**src/rtl/conv_buf_pkg.sv**
```systemverilog
// constants, types and decode functions shared by the conversion result buffer
package conv_buf_pkg;

   localparam int RESULT_W = 12;
   localparam int ENTRY_W = 13;
   localparam int WORD_W = 16;
   localparam int QUEUE_DEPTH = 64;
   localparam int LEVEL_W = 7;
   localparam int SLOTS = 4;
   localparam logic [6:0] LEVEL_FULL = 7'h40;
   localparam logic [6:0] LEVEL_LAST = 7'h01;
   localparam logic [6:0] LEVEL_NONE = 7'h00;

   // word layout
   localparam int FULL_BIT = 15;
   localparam int EMPTY_BIT = 14;
   localparam int RSVD_BIT = 13;
   localparam int TAG_BIT = 12;
   localparam logic [15:0] RESET_WORD = 16'h4000;
   localparam logic [15:0] EMPTY_WORD = 16'h4000;
   localparam logic [1:0] LAST_SLOT = 2'h3;

   // converter input that produced a result
   typedef enum logic [2:0] {
      SRC_X = 3'h0,
      SRC_Y = 3'h1,
      SRC_Z1 = 3'h2,
      SRC_Z2 = 3'h3,
      SRC_CELL = 3'h4,
      SRC_SPARE1 = 3'h5,
      SRC_SPARE2 = 3'h6,
      SRC_TEMP = 3'h7
   } source_t;

   // kind of conversion sequence currently running in the converter
   typedef enum logic [2:0] {
      SEQ_SINGLE = 3'h0,
      SEQ_XY = 3'h1,
      SEQ_XYZ = 3'h2,
      SEQ_AUTO = 3'h3,
      SEQ_PORT = 3'h4
   } seq_mode_t;

   // source tag: one for Y, Z2, first spare and temperature
   function automatic logic tagOf(input source_t src);
      tagOf = (src == SRC_Y) || (src == SRC_Z2) || (src == SRC_SPARE1) || (src == SRC_TEMP);
   endfunction : tagOf

   // queue position of a result within its sequence
   function automatic logic [1:0] slotOf(input seq_mode_t mode, input source_t src);
      slotOf = 2'h0;
      case (mode)
         SEQ_XY, SEQ_XYZ: begin
            case (src)
               SRC_X: slotOf = 2'h1;
               SRC_Z1: slotOf = 2'h2;
               SRC_Z2: slotOf = 2'h3;
               default: slotOf = 2'h0;
            endcase
         end
         SEQ_AUTO: begin
            slotOf = (src == SRC_SPARE2) ? 2'h1 : ((src == SRC_TEMP) ? 2'h2 : 2'h0);
         end
         SEQ_PORT: begin
            slotOf = (src == SRC_SPARE1) ? 2'h1 : ((src == SRC_SPARE2) ? 2'h2 : 2'h0);
         end
         default: slotOf = 2'h0;
      endcase
   endfunction : slotOf

   // does this source belong to the sequence at all
   function automatic logic inMode(input seq_mode_t mode, input source_t src);
      case (mode)
         SEQ_XY: inMode = (src == SRC_X) || (src == SRC_Y);
         SEQ_XYZ: inMode = (src == SRC_X) || (src == SRC_Y) || (src == SRC_Z1) || (src == SRC_Z2);
         SEQ_AUTO: inMode = (src == SRC_SPARE1) || (src == SRC_SPARE2) || (src == SRC_TEMP);
         SEQ_PORT: inMode = (src == SRC_CELL) || (src == SRC_SPARE1) || (src == SRC_SPARE2);
         default: inMode = 1'b0;
      endcase
   endfunction : inMode

   // slots a complete sequence fills; autoSel is {temp, spare2, spare1}
   function automatic logic [3:0] expectMask(input seq_mode_t mode, input logic [2:0] autoSel);
      case (mode)
         SEQ_XY: expectMask = 4'h3;
         SEQ_XYZ: expectMask = 4'hf;
         SEQ_AUTO: expectMask = {1'b0, autoSel};
         SEQ_PORT: expectMask = 4'h7;
         default: expectMask = 4'h1;
      endcase
   endfunction : expectMask

endpackage : conv_buf_pkg

```
**src/rtl/queue_if.sv**
```systemverilog
// valid/ready carrier between the result sequencer and its queue
`timescale 1ns/1ps
`default_nettype none

interface queue_if #(parameter int WIDTH = 13, parameter int LW = 7);
   logic wrValid;
   logic wrReady;
   logic [WIDTH-1:0] wrData;
   logic rdValid;
   logic rdReady;
   logic [WIDTH-1:0] rdData;
   logic [LW-1:0] level;

   modport producer (output wrValid, output wrData, input wrReady,
                     input rdValid, input rdData, input level, output rdReady);
   modport store (input wrValid, input wrData, output wrReady,
                  output rdValid, output rdData, output level, input rdReady);
endinterface : queue_if

`default_nettype wire

```
**src/rtl/conversion_result_buffer.sv**
```systemverilog
// result sequencer and host read word of the converter result queue
// Contract
// RULE1: in buffer mode every finished result becomes a queue entry, whatever input
// RULE2: after reset the word reads full clear at D15, empty set at D14
// RULE3: word holds result in D11-D0, source tag at D12, reserved D13
// RULE4: full flag D15 set when all 64 entries are unread
// RULE5: empty flag D14 set when no unread entry, already with last result
// RULE6: tag 0 for X, Z1, cell, second spare; 1 for Y, Z2, first spare, temp
// RULE7: touch pair writes Y then X; four values write Y, X, Z1, Z2
// RULE8: autoscan writes first spare, second spare, temperature, skipping unselected
// RULE9: port scan writes cell, first spare, then second spare
// RULE10: each host read returns the oldest entry and advances; drain until empty
`timescale 1ns/1ps
`default_nettype none

module conversion_result_buffer (
   input wire logic clk,
   input wire logic rst,
   input wire logic bufferModeEn,
   input wire conv_buf_pkg::seq_mode_t seqMode,
   input wire logic [2:0] autoSelect,
   input wire logic resultValid,
   input wire logic [11:0] resultData,
   input wire conv_buf_pkg::source_t resultSource,
   output logic resultReady,
   input wire logic readStrobe,
   output logic [15:0] readData,
   output logic readValid,
   output logic queueFull,
   output logic queueEmpty
);

   typedef enum logic [2:0] {
      ST_IDLE = 3'b001,
      ST_COLLECT = 3'b010,
      ST_DRAIN = 3'b100
   } state_t;

   state_t stateQ, stateD;
   conv_buf_pkg::seq_mode_t modeQ, modeD;
   logic [3:0] expectQ, expectD;
   logic [3:0] gotQ, gotD;
   logic [3:0][11:0] slotDataQ, slotDataD;
   logic [3:0] slotTagQ, slotTagD;
   logic [1:0] idxQ, idxD;
   logic [15:0] readDataQ, readDataD;
   logic readValidQ, readValidD;
   logic curTag, goSingle, take, push;
   logic [1:0] newSlot, collectSlot;
   logic [3:0] newExpect;

   queue_if #(.WIDTH(conv_buf_pkg::ENTRY_W), .LW(conv_buf_pkg::LEVEL_W)) qif ();

   result_queue #(
      .WIDTH(conv_buf_pkg::ENTRY_W),
      .DEPTH(conv_buf_pkg::QUEUE_DEPTH),
      .LW(conv_buf_pkg::LEVEL_W)
   ) u_queue (
      .clk(clk),
      .rst(rst),
      .q(qif.store)
   );

   ////////////////////////////////////////////////////////////////////////
   // decode of the arriving result
   assign curTag = conv_buf_pkg::tagOf(resultSource); // RULE6
   assign newExpect = conv_buf_pkg::expectMask(seqMode, autoSelect);
   assign newSlot = conv_buf_pkg::slotOf(seqMode, resultSource);
   assign collectSlot = conv_buf_pkg::slotOf(modeQ, resultSource);
   // a result outside its sequence, or an autoscan with nothing selected, goes in alone
   assign goSingle = (seqMode == conv_buf_pkg::SEQ_SINGLE) || (newExpect == 4'h0) ||
                     !conv_buf_pkg::inMode(seqMode, resultSource) || !newExpect[newSlot];
   assign take = bufferModeEn && resultValid && resultReady;

   // sequencer: gathers one sequence into slots, then writes them in slot order
   always_comb begin
      stateD = stateQ;
      modeD = modeQ;
      expectD = expectQ;
      gotD = gotQ;
      slotDataD = slotDataQ;
      slotTagD = slotTagQ;
      idxD = idxQ;
      resultReady = 1'b1;
      push = 1'b0;
      case (stateQ)
         ST_IDLE: begin
            idxD = 2'h0;
            if (take) begin // RULE1
               if (goSingle) begin
                  modeD = conv_buf_pkg::SEQ_SINGLE;
                  expectD = 4'h1;
                  gotD = 4'h1;
                  slotDataD[0] = resultData;
                  slotTagD[0] = curTag;
                  stateD = ST_DRAIN;
               end else begin
                  modeD = seqMode;
                  expectD = newExpect;
                  gotD = 4'h0;
                  gotD[newSlot] = 1'b1;
                  slotDataD[newSlot] = resultData;
                  slotTagD[newSlot] = curTag;
                  stateD = (gotD == newExpect) ? ST_DRAIN : ST_COLLECT;
               end
            end
         end
         ST_COLLECT: begin
            // a repeat or foreign result waits until this sequence is queued
            resultReady = !bufferModeEn || (conv_buf_pkg::inMode(modeQ, resultSource) &&
                          expectQ[collectSlot] && !gotQ[collectSlot]);
            if (take) begin // RULE7 RULE8 RULE9
               gotD[collectSlot] = 1'b1;
               slotDataD[collectSlot] = resultData;
               slotTagD[collectSlot] = curTag;
            end
            if (gotD == expectQ) begin
               stateD = ST_DRAIN;
            end
         end
         ST_DRAIN: begin
            // back-pressure: a full queue holds the converter here
            resultReady = !bufferModeEn;
            push = gotQ[idxQ];
            if (!gotQ[idxQ] || qif.wrReady) begin // RULE7 RULE8 RULE9
               idxD = 2'(idxQ + 1'b1);
               if (idxQ == conv_buf_pkg::LAST_SLOT) begin
                  stateD = ST_IDLE;
               end
            end
         end
         default: begin
            stateD = ST_IDLE;
         end
      endcase
   end

   always_ff @(posedge clk or posedge rst) begin
      if (rst) begin
         stateQ <= ST_IDLE;
         modeQ <= conv_buf_pkg::SEQ_SINGLE;
         expectQ <= 4'h0;
         gotQ <= 4'h0;
         slotDataQ <= '0;
         slotTagQ <= 4'h0;
         idxQ <= 2'h0;
      end else begin
         stateQ <= stateD;
         modeQ <= modeD;
         expectQ <= expectD;
         gotQ <= gotD;
         slotDataQ <= slotDataD;
         slotTagQ <= slotTagD;
         idxQ <= idxD;
      end
   end

   // entry is {tag, result}
   assign qif.wrValid = push;
   assign qif.wrData = {slotTagQ[idxQ], slotDataQ[idxQ]}; // RULE3

   ////////////////////////////////////////////////////////////////////////
   // host read word: each strobe pops the oldest entry
   assign qif.rdReady = readStrobe; // RULE10
   always_comb begin
      readDataD = readDataQ;
      readValidD = readStrobe;
      if (readStrobe) begin
         if (qif.rdValid) begin
            readDataD = {qif.level == conv_buf_pkg::LEVEL_FULL, // RULE4
                         qif.level == conv_buf_pkg::LEVEL_LAST, // RULE5
                         1'b0, qif.rdData}; // RULE3
         end else begin
            readDataD = conv_buf_pkg::EMPTY_WORD; // RULE5
         end
      end
   end

   always_ff @(posedge clk or posedge rst) begin
      if (rst) begin
         readDataQ <= conv_buf_pkg::RESET_WORD; // RULE2
         readValidQ <= 1'b0;
      end else begin
         readDataQ <= readDataD;
         readValidQ <= readValidD;
      end
   end

   assign readData = readDataQ;
   assign readValid = readValidQ;
   // live status, also usable as a host interrupt source elsewhere
   assign queueFull = (qif.level == conv_buf_pkg::LEVEL_FULL); // RULE4
   assign queueEmpty = (qif.level == conv_buf_pkg::LEVEL_NONE);

   logic pushDone;
   assign pushDone = push && qif.wrReady;
endmodule : conversion_result_buffer

`default_nettype wire

```
**src/rtl/result_queue.sv**
```systemverilog
// flip-flop queue with valid/ready on both sides and an honest fill level
`timescale 1ns/1ps
`default_nettype none

module result_queue #(
   parameter int WIDTH = 13,
   parameter int DEPTH = 64,
   parameter int LW = 7
) (
   input wire logic clk,
   input wire logic rst,
   queue_if.store q
);

   localparam int AW = $clog2(DEPTH);
   localparam logic [LW-1:0] FULL_LVL = LW'(DEPTH);

   logic [WIDTH-1:0] memQ [DEPTH];
   logic [AW-1:0] wrPtrQ, wrPtrD, rdPtrQ, rdPtrD;
   logic [LW-1:0] levelQ, levelD;
   logic doWr, doRd;

   ////////////////////////////////////////////////////////////////////////
   // handshakes: full refuses writes, empty refuses reads
   assign q.wrReady = (levelQ != FULL_LVL);
   assign q.rdValid = (levelQ != '0);
   assign q.rdData = memQ[rdPtrQ];
   assign q.level = levelQ;
   assign doWr = q.wrValid && q.wrReady;
   assign doRd = q.rdValid && q.rdReady;

   // pointer and level arithmetic; pointers wrap naturally at a power of two
   always_comb begin
      wrPtrD = doWr ? AW'(wrPtrQ + 1'b1) : wrPtrQ;
      rdPtrD = doRd ? AW'(rdPtrQ + 1'b1) : rdPtrQ;
      levelD = levelQ;
      if (doWr && !doRd) begin
         levelD = LW'(levelQ + 1'b1);
      end else if (doRd && !doWr) begin
         levelD = LW'(levelQ - 1'b1);
      end
   end

   always_ff @(posedge clk or posedge rst) begin
      if (rst) begin
         wrPtrQ <= '0;
         rdPtrQ <= '0;
         levelQ <= '0;
      end else begin
         wrPtrQ <= wrPtrD;
         rdPtrQ <= rdPtrD;
         levelQ <= levelD;
      end
   end

   // storage carries no reset; only written slots are ever read
   always_ff @(posedge clk) begin
      if (doWr) begin
         memQ[wrPtrQ] <= q.wrData;
      end
   end
endmodule : result_queue

`default_nettype wire

```
**config.mk**
```make
export PLATFORM = sky130hd
export DESIGN_NAME = conversion_result_buffer
export DESIGN_NICKNAME = d
export VERILOG_FILES = /design/src/rtl/conv_buf_pkg.sv /design/src/rtl/queue_if.sv /design/src/rtl/conversion_result_buffer.sv /design/src/rtl/result_queue.sv
export SDC_FILE = /design/constraint.sdc
export NUM_CORES = 1
export LEC_CHECK = 0
export BUFFER_PORTS_ARGS = -buffer_cell sky130_fd_sc_hd__buf_2
export CAP_MARGIN = 20
export CORE_MARGIN = 2
export CORE_UTILIZATION = 52
export CTS_CLUSTER_SIZE = 8
export DETAILED_ROUTE_END_ITERATION = 12
export PLACE_DENSITY = 0.7
export RECOVER_POWER = 25
export SLEW_MARGIN = 40
export SYNTH_ARGS = -nofsm -noshare
export SYNTH_HDL_FRONTEND = slang
export SYNTH_SLANG_ARGS = --single-unit
```
**constraint.sdc**
```tcl
create_clock -name clk -period 3.15 [get_ports clk]
set_input_delay 0.63 -clock clk [delete_from_list [all_inputs] [get_ports clk]]
set_output_delay 0.63 -clock clk [all_outputs]
set_load 0.005 [all_outputs]
```
==> flow_summary_export.csv <==
group,metric,value,unit
floorplan,die_w,272,µm
sta,setup_tns,-5.02,ns
global_routing,antenna_found_initial,2,
synthesis,synth_area_per_cell,21.3,µm²
clock_tree,cts.reportedPaths.clkPinSlew,0.05,ns
floorplan,row_count,98,
critical_path,endpoint_kind,"primary output",
critical_path,cp_slowest_cell,"dfrtp_2",
critical_path,r2r_end,"slotDataQ[2]$_DFFE_PP0P_",
final_layout,area_growth,19.5,%
synthesis,synth_edf_count,832,
global_routing,grt-ovfl-total,0,
critical_path,crit_path_frequent_cell,"buf_6",
power,p_int,28.4,mW
floorplan,coreArea,71200,µm²
place,portBuffers,44,
sta,fin_skew,0.0285,ns
power,leakage,14.9,nW
sta,fmax,303,MHz
global_routing,track_usage,23.4,%
sta,relSlewSlack,-65.6,%
critical_path,timing.rr.start,"modeQ[1]$_DFFE_PP0P_",
clock_tree,cts_tree,"yes",
synthesis,yosysMostFrequentCell,"edfxtp_1",
synthesis,synth-seq-cells,935,
final_layout,fin_nets,2043,
power,total_power,39.6,mW
synthesis,synthTopCellsByCount,"832 x edfxtp_1, 287 x mux4_2, 101 x dfrtp_1, 92 x nor2_1, 57 x clkbuf_1",
place,dp_hpwl,50300,µm
sta,final_max_slew_viol_count,104,
power,p_seq_share,40.0,%
synthesis,yosysSeqAreaShare,73.8,%
critical_path,cp.buffers_inverters,4,
floorplan,die_y,272,µm
final_layout,final_core_utilization,62.6,%
synthesis,synth_top_cell_area_share,66.9,%
final_layout,layout-drive-gt1-share,35.9,%
synthesis,yosysTopAreaCell,"edfxtp_1",
critical_path,r2r_slack,-0.15,ns
floorplan,num_io_pins,46,
critical_path,crit_chain,"buf_6 > xnor2_2 > or4_4 > buf_6 > nand3_1 > nand3b_1 > nand4_4 > buf_6 > nand3_2 > buf_2",
critical_path,worstSetupStartpoint,"modeQ[1]$_DFFE_PP0P_",
clock_tree,clockBufferDepth,3,
outcome,failed_checks,"max-capacitance violations, max-slew violations, negative setup slack",
synthesis,synthFlopType,"edfxtp_1",
critical_path,rr_worst_depth,16,
synthesis,ys_types,71,
critical_path,path_depth,10,
critical_path,cp-start-kind,"register",
clock_tree,hold_buffers,0,
drt,wl,83500,µm
drt,ant_nets,0,
critical_path,crit_path_max_fanout,6,
job,drv_cap,1,
drt,wl_per_cell,27.6,µm
sta,setup_viol,52,
sta,rsz0062_at_grt,"yes",
hold_path,hp-class,"input pin to register",
clock_tree,cts.sinks,935,
power,power_frac_comb,27.0,%
power,netSwitchingPower,11.3,mW
floorplan,dieArea,74000,µm²
clock_tree,root_buffer,"clkbuf_16",
power,irDropWorstVdd,0.000688,V
global_routing,grt_pass1_vias,19600,
sta,period_minus_slack,3.30,ns
synthesis,synth-async-reset-ratio,11.0,%
clock_tree,h-tree-depth,4,
power,swShare,28.4,%
critical_path,crit_family,"simple AND/OR/NAND/NOR gates",
floorplan,initial_core_util,52.4,%
power,pwr-share-clk,33.0,%
sta,setup_ws,-0.152,ns
clock_tree,clkLatencyLatePin,0.71,ns
critical_path,worstPathArrival,2.67,ns
drt,dr.pass1.iters,5,
sta,final.period_utilization,105,%
critical_path,criticalPathCategory,"register to primary output",
synthesis,syn_area,37300,µm²
drt,post-route-drc-count,0,
critical_path,critPathRequiredTime,2.52,ns
power,powerDensity,888,nW/µm²
critical_path,crit_end,"resultReady",
drt,vias,18600,
global_routing,grt_max_degree,104,
outcome,outcome,"finished, violations left",
synthesis,synth_nets,1786,
place,post-place-ws,-0.110,ns
critical_path,max_stage_delay,0.44,ns
drt,first_iter_violations,1886,
sta,final-hold-violation-count,0,
place,place_congestion,0.812,
drt,via_per_inst,6.14,
sta,tightest_slew,2.48,ns
synthesis,syn_inst,1752,
clock_tree,cts_made_buffers,135,
synthesis,yosys-top-cells-area,"edfxtp_1 67%, mux4_2 17%, dfrtp_1 6.8%",
synthesis,yosys_warnings,0,
global_routing,grt_pass1_wl,127000,µm
## how the worst min path moves through the flow
| stage | startpoint | to | slack (ns) | cells after the start |
|---|---|---|---|---|
| floorplan | slotTagQ[3]$_DFFE_PP0P_ | slotTagQ[3]$_DFFE_PP0P_ | 0.43 | 1 |
| global route | readStrobe | readValid$_DFF_PP0_ | 0.15 | 1 |
| finish | readStrobe | readValid$_DFF_PP0_ | 0.14 | 1 |
| global placement | slotTagQ[3]$_DFFE_PP0P_ | slotTagQ[3]$_DFFE_PP0P_ | 0.45 | 1 |
| detailed placement | readData[14]$_DFFE_PP1P_ | readData[14]$_DFFE_PP1P_ | 0.46 | 2 |
| CTS | readStrobe | readValid$_DFF_PP0_ | 0.07 | 1 |
## state kept, by name, summed over array words and instances (netlist names), 4 cells and up
| signal | cells |
|---|---|
| gotQ | 4 |
| u_queue.wrPtrQ | 6 |
| slotDataQ | 48 |
| u_queue.q.level | 7 |
| expectQ | 4 |
| u_queue.memQ | 832 |
| readData | 15 |
| slotTagQ | 4 |
| u_queue.rdPtrQ | 6 |
## metal layers
layer	wire length, µm	GRT usage (%)	vias up	share of wire, %
met5	0	0	-	0
met4	1630	6.81	0	1.9
met3	5790	4.54	121	6.9
met2	40700	36.6	722	49
met1	35300	34.0	9939	42
li1	-	-	7820	-
## layout make-up
class                   instances  area (µm²)
clock inverters                 9         145
diodes                          3        7.51
multi-input cells             698        9550
fillers                      4740       26600
inverters                      14        56.3
clock buffers                 196        3700
flip-flops and latches        935       27600
repair buffers                225        2390
well taps                     950        1190
## through the flow
stage                     area (µm²)  std cells  hold WS [ns]
after floorplan                37400       1752         0.434
after global placement         40400       2803         0.450
after detailed placement       40400       2803         0.461
after CTS                      44600       3025        0.0652
after global routing           44600       3029         0.146
final                          44600       3030         0.142
## placed cells by master, fill, tap and decap left out, types with 5 or more instances in the layout
cell       instances
nor4_1             5
buf_6              8
a21oi_1           18
clkbuf_16        139
xnor2_1           12
mux2_2             9
nand3b_1           9
clkbuf_1          70
a22o_1            16
ha_1               8
nor2_1            92
dfrtp_1           94
buf_12            65
buf_4             95
edfxtp_1         832
o211ai_1           5
inv_1             13
nor2b_1            5
xor2_1             7
a211oi_1           5
o21ai_0           21
buf_2             35
mux2_4            44
mux4_2           281
mux4_4             6
nand2_1           32
nor3_1             9
nand2b_1           7
clkinv_8           6
clkbuf_2           6
nand3_1           14
## logic make-up after synthesis
kind of cell	share of synthesized area, %
AOI/OAI and AO/OA	2.07
xor gates and xnor gates	0.513
other	0.0100
buffers and inverters	1.37
and+or+nand+nor	2.91
adders and majority gates	0.268
muxes	19.0
DFF	73.8
## timing repair
action	in CTS	in global routing
pin swaps	11	3
hold endpoints to repair	0	0
resized for setup	68	12
setup endpoints to repair	1	65
buffers inserted	15	2
cloned	2	0
## power groups by stage
stage          clock network (mW)  logic (mW)  registers (mW)
2_1_floorplan                   0        6.88            15.7
3_3_place_gp                    0        10.4            16.0
3_5_place_dp                    0        10.7            16.0
4_1_cts                      13.3        10.9            15.8
5_1_grt                      13.8        11.3            15.9
6_report                     13.1        10.7            15.9
No activity file was read; power rests on OpenSTA's default activity.
